--- config.mk ---
export PLATFORM = sky130hd
export DESIGN_NAME = ubr_core
export DESIGN_NICKNAME = d
export VERILOG_FILES = /design/src/ubr_pkg.sv /design/src/ubr_core.sv /design/src/ubr_sync.sv
export SDC_FILE = /design/constraint.sdc
export NUM_CORES = 1
export LEC_CHECK = 0
export ABC_AREA = 1
export BUFFER_PORTS_ARGS = -buffer_cell sky130_fd_sc_hd__buf_4
export CAP_MARGIN = 40
export CORE_ASPECT_RATIO = 0.6
export CORE_MARGIN = 8
export CORE_UTILIZATION = 25
export CTS_CLUSTER_SIZE = 24
export DETAILED_ROUTE_END_ITERATION = 6
export GPL_ROUTABILITY_DRIVEN = 0
export PLACE_DENSITY = 0.38
export SLEW_MARGIN = 20
export SYNTH_ARGS = -nofsm -noshare
export SYNTH_HDL_FRONTEND = slang
export SYNTH_SLANG_ARGS = --single-unit
--- constraint.sdc ---
create_clock -name sys_clk -period 5.1 [get_ports sys_clk]
set_input_delay 0.255 -clock sys_clk [delete_from_list [all_inputs] [get_ports sys_clk]]
set_output_delay 0.255 -clock sys_clk [all_outputs]
set_load 0.02 [all_outputs]
--- src/ubr_pkg.sv ---
// Package of constants and types for the baud generator and receiver front end.
package ubr_pkg;
	// ==========================================================
	// Register map
	// ==========================================================
	localparam logic [3:0] UBR_ADDR_MODE   = 4'h0;
	localparam logic [3:0] UBR_ADDR_DIV    = 4'h1;
	localparam logic [3:0] UBR_ADDR_HOLD   = 4'h2;
	localparam logic [3:0] UBR_ADDR_STATUS = 4'h3;
	// Field positions of the channel mode register.
	localparam int UBR_MODE_SRC_LO = 4;
	localparam int UBR_MODE_SRC_HI = 5;
	localparam int UBR_MODE_CLOCK_OUTPUT_ENABLE   = 6;
	localparam int UBR_MODE_SYNC   = 7;
	localparam int UBR_MODE_PAR    = 8;
	localparam int UBR_MODE_LEN_LO = 0;
	localparam int UBR_MODE_LEN_HI = 1;
	localparam logic [31:0] UBR_MODE_RESET = 32'h0000_0000;
	localparam logic [15:0] UBR_DIV_RESET  = 16'h0000;
	// Status bits.
	localparam int UBR_ST_READY   = 0;
	localparam int UBR_ST_OVERRUN = 1;
	// ==========================================================
	// Clock source codes
	// ==========================================================
	localparam logic [1:0] UBR_SRC_MCK  = 2'h0;
	localparam logic [1:0] UBR_SRC_MCK8 = 2'h1;
	localparam logic [2:0] UBR_PRESCALE_LAST = 3'h7;
	// ==========================================================
	// Sampling timing in sampling-clock cycles
	// ==========================================================
	localparam logic [4:0] UBR_START_QUAL  = 5'h07;
	localparam logic [4:0] UBR_FIRST_WAIT  = 5'h10;
	localparam logic [4:0] UBR_BIT_CYCLES  = 5'h10;
	localparam logic [3:0] UBR_OVERSAMPLE_LAST = 4'hF;
	localparam logic [3:0] UBR_BASE_BITS   = 4'h5;
	typedef enum logic [3:0] {
		UBR_HUNT  = 4'b0001,
		UBR_QUAL  = 4'b0010,
		UBR_SHIFT = 4'b0100,
		UBR_DONE  = 4'b1000
	} ubr_rx_state_t;
endpackage : ubr_pkg

--- src/ubr_core.sv ---
// Baud rate generator and receiver front end of one serial channel.
`timescale 1ns/100ps
module ubr_core
	import ubr_pkg::*;
(
	// Clock and reset
	input  wire logic        sys_clk,
	input  wire logic        rst_n,
	// Register port
	input  wire logic [3:0]  reg_addr,
	input  wire logic [31:0] reg_wdata,
	input  wire logic        reg_wr,
	input  wire logic        reg_rd,
	output logic      [31:0] reg_rdata,
	// Serial pins
	input  wire logic        sck_in,
	output logic             sck_out,
	output logic             sck_oe,
	input  wire logic        rxd_in,
	// Baud clock to the transmitter side
	output logic             baud_tick
);
	import ubr_pkg::*;

	// ==========================================================
	// Registers
	// ==========================================================
	logic [31:0] channel_mode_register;
	logic [15:0] baud_divisor_register;
	logic [8:0]  receive_holding_register;
	logic        receive_ready_flag;
	logic        overrun_flag;

	logic [1:0]  clock_source_select;
	logic        clock_output_enable;
	logic        sync_mode;
	logic [15:0] baud_divisor_value;
	assign clock_source_select = channel_mode_register[UBR_MODE_SRC_HI:UBR_MODE_SRC_LO];
	assign clock_output_enable = channel_mode_register[UBR_MODE_CLOCK_OUTPUT_ENABLE];
	assign sync_mode           = channel_mode_register[UBR_MODE_SYNC];
	assign baud_divisor_value  = baud_divisor_register;

	logic       char_done;
	logic [8:0] char_data;

	always_ff @(posedge sys_clk or negedge rst_n) begin
		if (!rst_n) begin
			channel_mode_register <= UBR_MODE_RESET;
			baud_divisor_register <= UBR_DIV_RESET;
		end else if (reg_wr) begin
			if (reg_addr == UBR_ADDR_MODE) begin
				channel_mode_register <= reg_wdata;
			end
			if (reg_addr == UBR_ADDR_DIV) begin
				baud_divisor_register <= reg_wdata[15:0];
			end
		end
	end

	// Reading the holding register clears ready; a new character wins over that clear.
	logic hold_read;
	assign hold_read = reg_rd && (reg_addr == UBR_ADDR_HOLD);

	always_ff @(posedge sys_clk or negedge rst_n) begin
		if (!rst_n) begin
			receive_holding_register <= '0;
			receive_ready_flag       <= 1'b0;
			overrun_flag             <= 1'b0;
		end else begin
			if (char_done) begin
				receive_holding_register <= char_data;
				receive_ready_flag       <= 1'b1;
				if (receive_ready_flag && !hold_read) begin
					overrun_flag <= 1'b1;
				end
			end else if (hold_read) begin
				receive_ready_flag <= 1'b0;
			end
			// Status read clears overrun unless a new overrun lands now.
			if (reg_rd && reg_addr == UBR_ADDR_STATUS &&
				!(char_done && receive_ready_flag && !hold_read)) begin
				overrun_flag <= 1'b0;
			end
		end
	end

	always_ff @(posedge sys_clk or negedge rst_n) begin
		if (!rst_n) begin
			reg_rdata <= '0;
		end else if (reg_rd) begin
			case (reg_addr)
				UBR_ADDR_MODE:   reg_rdata <= channel_mode_register;
				UBR_ADDR_DIV:    reg_rdata <= {16'h0000, baud_divisor_register};
				UBR_ADDR_HOLD:   reg_rdata <= {23'h000000, receive_holding_register};
				UBR_ADDR_STATUS: reg_rdata <= {30'h00000000, overrun_flag,
					receive_ready_flag};
				default:         reg_rdata <= '0;
			endcase
		end else begin
			reg_rdata <= '0;
		end
	end

	// ==========================================================
	// Pin synchronisers
	// ==========================================================
	logic sck_level;
	logic sck_rise;
	logic rxd_level;

	ubr_sync u_sck_sync (
		.sys_clk  (sys_clk),
		.rst_n    (rst_n),
		.async_in (sck_in),
		.level    (sck_level),
		.rise     (sck_rise)
	);

	ubr_sync u_rxd_sync (
		.sys_clk  (sys_clk),
		.rst_n    (rst_n),
		.async_in (rxd_in),
		.level    (rxd_level),
		.rise     ()
	);

	// ==========================================================
	// Baud rate generator
	// ==========================================================
	// The source is an enable: every master cycle, one in eight, or each
	// synchronised rising edge of the pin clock. The pin path only works
	// while the far side keeps its clock slow enough to be sampled.
	logic [2:0]  prescale;
	logic        src_tick;
	logic        ext_sel;
	logic [15:0] div_count;
	logic [3:0]  over_count;
	logic        sample_tick;
	logic        bit_tick;
	logic        sck_drive;

	assign ext_sel = clock_source_select[1];

	always_ff @(posedge sys_clk or negedge rst_n) begin
		if (!rst_n) begin
			prescale <= '0;
		end else begin
			prescale <= prescale + 3'h1;
		end
	end

	always_comb begin
		if (ext_sel) begin
			src_tick = sck_rise;
		end else if (clock_source_select[0] == UBR_SRC_MCK8[0]) begin
			src_tick = (prescale == UBR_PRESCALE_LAST);
		end else begin
			src_tick = 1'b1;
		end
	end

	// Divisor stage: one pulse per divisor source ticks, none when zero.
	always_ff @(posedge sys_clk or negedge rst_n) begin
		if (!rst_n) begin
			div_count   <= '0;
			sample_tick <= 1'b0;
		end else begin
			sample_tick <= 1'b0;
			if (baud_divisor_value == 16'h0000) begin
				div_count <= '0;
			end else if (src_tick) begin
				if (div_count >= baud_divisor_value - 16'h0001) begin
					div_count   <= '0;
					sample_tick <= 1'b1;
				end else begin
					div_count <= div_count + 16'h0001;
				end
			end
		end
	end

	// Sixteen-fold stage for asynchronous mode only.
	always_ff @(posedge sys_clk or negedge rst_n) begin
		if (!rst_n) begin
			over_count <= '0;
		end else if (sync_mode || baud_divisor_value == 16'h0000) begin
			over_count <= '0;
		end else if (sample_tick) begin
			over_count <= over_count + 4'h1;
		end
	end

	always_comb begin
		if (sync_mode && ext_sel) begin
			bit_tick = sck_rise;
		end else if (sync_mode) begin
			bit_tick = sample_tick;
		end else begin
			bit_tick = sample_tick && (over_count == UBR_OVERSAMPLE_LAST);
		end
	end

	always_ff @(posedge sys_clk or negedge rst_n) begin
		if (!rst_n) begin
			baud_tick <= 1'b0;
		end else begin
			baud_tick <= bit_tick && (baud_divisor_value != 16'h0000 || (sync_mode && ext_sel));
		end
	end

	// Clock output: toggle on each bit clock tick, driven only for internal sources.
	always_ff @(posedge sys_clk or negedge rst_n) begin
		if (!rst_n) begin
			sck_drive <= 1'b0;
			sck_out   <= 1'b0;
			sck_oe    <= 1'b0;
		end else begin
			if (baud_tick) begin
				sck_drive <= ~sck_drive;
			end
			sck_out <= sck_drive;
			sck_oe  <= !ext_sel && clock_output_enable;
		end
	end

	// ==========================================================
	// Receiver
	// ==========================================================
	// Character length is five plus the length field; parity adds one.
	ubr_rx_state_t state;
	logic [4:0]    phase;
	logic [3:0]    bit_index;
	logic [3:0]    bits_total;
	logic [9:0]    shift;
	logic          rx_tick;

	assign bits_total = UBR_BASE_BITS +
		{2'b00, channel_mode_register[UBR_MODE_LEN_HI:UBR_MODE_LEN_LO]} +
		{3'b000, channel_mode_register[UBR_MODE_PAR]};
	assign rx_tick = sync_mode ? (sync_mode && ext_sel ? sck_rise : sample_tick)
		: (sample_tick && baud_divisor_value != 16'h0000);

	always_ff @(posedge sys_clk or negedge rst_n) begin
		if (!rst_n) begin
			state     <= UBR_HUNT;
			phase     <= '0;
			bit_index <= '0;
			shift     <= '0;
			char_done <= 1'b0;
			char_data <= '0;
		end else begin
			char_done <= 1'b0;
			case (state)
				UBR_HUNT: begin
					phase     <= '0;
					bit_index <= '0;
					if (rx_tick && !rxd_level) begin
						state <= sync_mode ? UBR_SHIFT : UBR_QUAL;
						phase <= 5'h01;
					end
				end
				UBR_QUAL: if (rx_tick) begin
					if (rxd_level) begin
						state <= UBR_HUNT;
						phase <= '0;
					end else if (phase == UBR_START_QUAL) begin
						state <= UBR_SHIFT;
						phase <= phase + 5'h01;
					end else begin
						phase <= phase + 5'h01;
					end
				end
				UBR_SHIFT: if (rx_tick) begin
					// Async: first sample at 24, then every 16.
					if (sync_mode || phase == UBR_FIRST_WAIT + (UBR_BIT_CYCLES >> 1) ||
						(bit_index != 4'h0 && phase == UBR_BIT_CYCLES - 5'h01)) begin
						phase     <= '0;
						shift     <= {rxd_level, shift[9:1]};
						bit_index <= bit_index + 4'h1;
						if (bit_index == bits_total) begin
							state <= UBR_DONE;
						end
					end else begin
						phase <= phase + 5'h01;
					end
				end
				UBR_DONE: begin
					char_done <= 1'b1;
					// The stop sample sits in the top bit, so the character ends just below it.
					char_data <= 9'(shift[8:0] >> (4'h9 - bits_total));
					state     <= UBR_HUNT;
				end
				default: state <= UBR_HUNT;
			endcase
		end
	end
endmodule : ubr_core

--- src/ubr_sync.sv ---
// Two-stage synchroniser with edge reporting on the resynchronised level.
`timescale 1ns/100ps
module ubr_sync (
	// Clock and reset
	input  wire logic sys_clk,
	input  wire logic rst_n,
	// Signal
	input  wire logic async_in,
	output logic      level,
	output logic      rise
);
	logic stage1;
	logic stage2;
	logic stage3;

	always_ff @(posedge sys_clk or negedge rst_n) begin
		if (!rst_n) begin
			stage1 <= 1'b1;
			stage2 <= 1'b1;
			stage3 <= 1'b1;
		end else begin
			stage1 <= async_in;
			stage2 <= stage1;
			stage3 <= stage2;
		end
	end

	assign level = stage2;
	assign rise  = stage2 & ~stage3;
endmodule : ubr_sync
==> reports/qor.txt <==
Setup TNS: 0 ps
first-pass GRT wire length: 32.8 mm
WL final: 20.4 mm
register area share after synthesis: 0.520
CTS resizes: 0
max_cap viols: 0
final slew viol count: 0
drt pass-1 iters: 4
Fmax: 0.317 GHz
Synth Instances: 882
Avg Cell Area, Syn: 8.59 sq um
Netlist Area Pre-Place: 7570 sq um
Die ar.: 36300 sq um
Crit path max-delay family: simple AND/OR/NAND/NOR gates
Area growth, synth to finish: 21.8%
Buf/Inv on CP: 1
R2R setup slack: 1940 ps
worst-path cell chain: nor2_1 -> nand3_1 -> nor3_1 -> nand2_1 -> nor2_1 -> xor2_1 -> inv_1 -> ha_1 -> nand2_1 -> nor3_1 -> nand3_1 -> nand3_1 -> nand2_1 -> nand2_1 -> nor2_1
Cell variety after synth: 42
PwrDens: 397 nW/um^2
Critical Path Most Common Cell: nand2_1
CP max FO: 11
htree depth: 4
vias in the first global route: 5665
final hold vios: 0
Initial DRC Count: 442
Hold Startpoint: reg_wdata[24]
LEAKAGE: 4.58 nW
dpl ws: 1970 ps
dpl hpwl: 15.4 mm
fin util: 0.309
WHS Path Cells: 3
Wirelength per Cell: 14.7 um
outcome: finished clean
Critical Setup Path Class: flop to flop
switching share of power: 0.336
final setup violation count: 0
GR Util All Layers: 0.117
CTS tree: yes
crit path capture type: flop
area of the core: 29900 sq um
clk_lat worst skew: 430 ps
layout cells sized above 1: 0.149
post-placement cell area: 8620 sq um
post-route cell area: 9220 sq um
Synth Register Bits: 157
net count after synthesis: 953
drc violations: 0
Worst-path clk slew: 60 ps
remaining global-route overflow: 0
Total Power Consumption: 3.66 mW
worst-path cell with the longest stage delay: dfrtp_1
worst setup margin: 1940 ps
I/O pin total: 77
Tcrit/Tclk final: 0.619
Starting Density: 0.254
Root Driver: clkbuf_16
n_diodes: 0
routed vias: 5793
r2r endpoint: div_count[9]
relative slew slack: 0.490
Row Count: 49
highest ir drop seen on vdd: 214 uV
nets: 1037
I/O Buffers: 76
sequential power share: 0.420
DR vias/cell: 4.18
post-route ant nets: 0
HP Class: input port to flop
crit-path max cell delay: 450 ps
WHS Endpoint: channel_mode_register[24]
worst path required time: 5400 ps
R2R depth: 15
count of clock tree sinks: 157
measured slew at the worst slew-check pin: 766 ps
die width: 241 um
clock buffer depth: 2
Comb power frac: 0.240
maximum clock skew at final layout: 9.45 ps
pin count of the biggest net entering global routing: 77
Worst setup SP type: flop
Int Power: 2.43 mW
initial antenna violation count: 0
RSZ-0062 raised after global routing: false
clock share of power: 0.340
Final min period: 3160 ps
YS warnings: 0
crit path DAT: 3450 ps
net switching power: 1.23 mW
R2R Path Start: baud_divisor_register[2]
Die Height: 151 um
cts bufs inserted: 17
## worst register-to-register path: cells and delay by family (launching register included)
kind	cells	cell delay (ps)
XOR/XNOR	1	160
adder cells (fa/ha/maj)	1	290
buffers and inverters	1	60
flip-flops	1	450
AND/OR/NAND/NOR	12	2080
## synth_stat cells
cell type	n	area, sq um
a21oi_4	1	16.3
o22ai_1	4	25.0
nor3_4	3	48.8
clkbuf_1	14	52.6
o21ai_0	78	390
o21a_1	1	7.51
o21bai_1	2	15.0
o221ai_1	4	35.0
nand4_1	13	81.3
o21ai_2	3	26.3
o211ai_1	5	37.5
nand3_2	3	30.0
a31oi_1	2	12.5
nand3_1	28	140
nand2_4	3	33.8
o32ai_1	1	8.76
xnor2_1	7	61.3
inv_2	4	15.0
a32oi_1	1	8.76
nand3_4	1	17.5
xor2_1	23	201
nor2_1	94	353
buf_6	1	11.3
a21oi_2	1	8.76
nor2_2	2	12.5
a21boi_0	1	7.51
a22o_1	2	17.5
buf_1	1	3.75
dfstp_2	6	158
inv_1	133	499
ha_1	29	363
nor3_1	8	40.0
o31ai_1	2	15.0
nand2_2	6	37.5
a221oi_1	2	17.5
dfrtp_1	151	3780
nand2_1	196	736
a21oi_1	31	155
o311ai_0	1	8.76
nor3_2	3	30.0
buf_2	4	20.0
o21ai_1	7	35.0
## layout make-up
class / instances / area, sq um
inverters: 137 / 514
well taps: 408 / 510
clock buffers: 21 / 440
repair buffers: 85 / 664
multi-input cells: 568 / 3040
clock inverters: 10 / 119
flip-flops and latches: 157 / 3940
fillers: 3178 / 20600
## per-layer routing
layer,track usage,up-vias,share of wire
met5,0,-,0
met4,0.0372,0,0.013
met3,0.0314,22,0.049
met2,0.143,99,0.35
met1,0.189,2685,0.58
li1,-,2987,-
## how the worst max path moves through the flow
stage / to / cells past startpoint / slack, ps / from
finish: div_count[9] / 15 / 1940 / baud_divisor_register[2]
global route: div_count[5] / 15 / 1520 / baud_divisor_register[2]
CTS: div_count[9] / 15 / 1950 / baud_divisor_register[0]
detailed placement: div_count[9] / 15 / 1970 / baud_divisor_register[2]
global placement: div_count[10] / 15 / 2040 / baud_divisor_register[2]
floorplan: div_count[10] / 16 / 2590 / baud_divisor_register[2]
## repair_timing
item	CTS	global route
hold buffers	3	0
endpoints found under the setup margin	0	0
hold endpoints to repair	75	0
setup buffers	0	0
## power by group through the flow
stage / Clock (mW) / Combinational [mW] / Sequential, mW
after CTS: 1.29 / 0.889 / 1.54
after global routing: 1.34 / 1.02 / 1.57
after floorplan: 0 / 0.622 / 1.54
final: 1.25 / 0.878 / 1.54
after global placement: 0 / 0.886 / 1.56
after detailed placement: 0 / 0.883 / 1.56
## stage by stage
stage / hold slack [ps] / instances
final: 68.9 / 1386
after global routing: 59.6 / 1386
after CTS: 39.2 / 1385
after detailed placement: 348 / 1351
after global placement: 347 / 1350
after floorplan: -40.6 / 882
## cell usage in the layout, fill, tap and decap left out, types with 7 or more instances in the layout
master	netlist	routed
a21oi_1	31	31
buf_4	0	79
clkbuf_16	0	17
dfrtp_1	151	151
ha_1	29	29
inv_1	133	133
nand2_1	196	195
nand2_2	6	7
nand3_1	28	28
nand4_1	13	13
nor2_1	94	94
nor3_1	8	8
o21ai_0	78	78
o21ai_1	7	7
xnor2_1	7	7
xor2_1	23	23
## registers in the layout (all words and copies together) (netlist names), 3 cells and up
name	cells
char_data	9
phase	5
receive_holding_register	9
div_count	16
state	4
baud_divisor_register	16
over_count	4
bit_index	4
reg_rdata	32
channel_mode_register	32
prescale	3
shift	10
## cell families after synthesis
family / Yosys count / synth area share
AO/OA/AOI/OAI: 149 / 0.112
XOR/XNOR: 30 / 0.0347
adder cells (fa/ha/maj): 29 / 0.0479
buffers and inverters: 157 / 0.0795
flip-flops: 157 / 0.520
AND/OR/NAND/NOR: 360 / 0.206
Power figures use the tool's default switching activity.
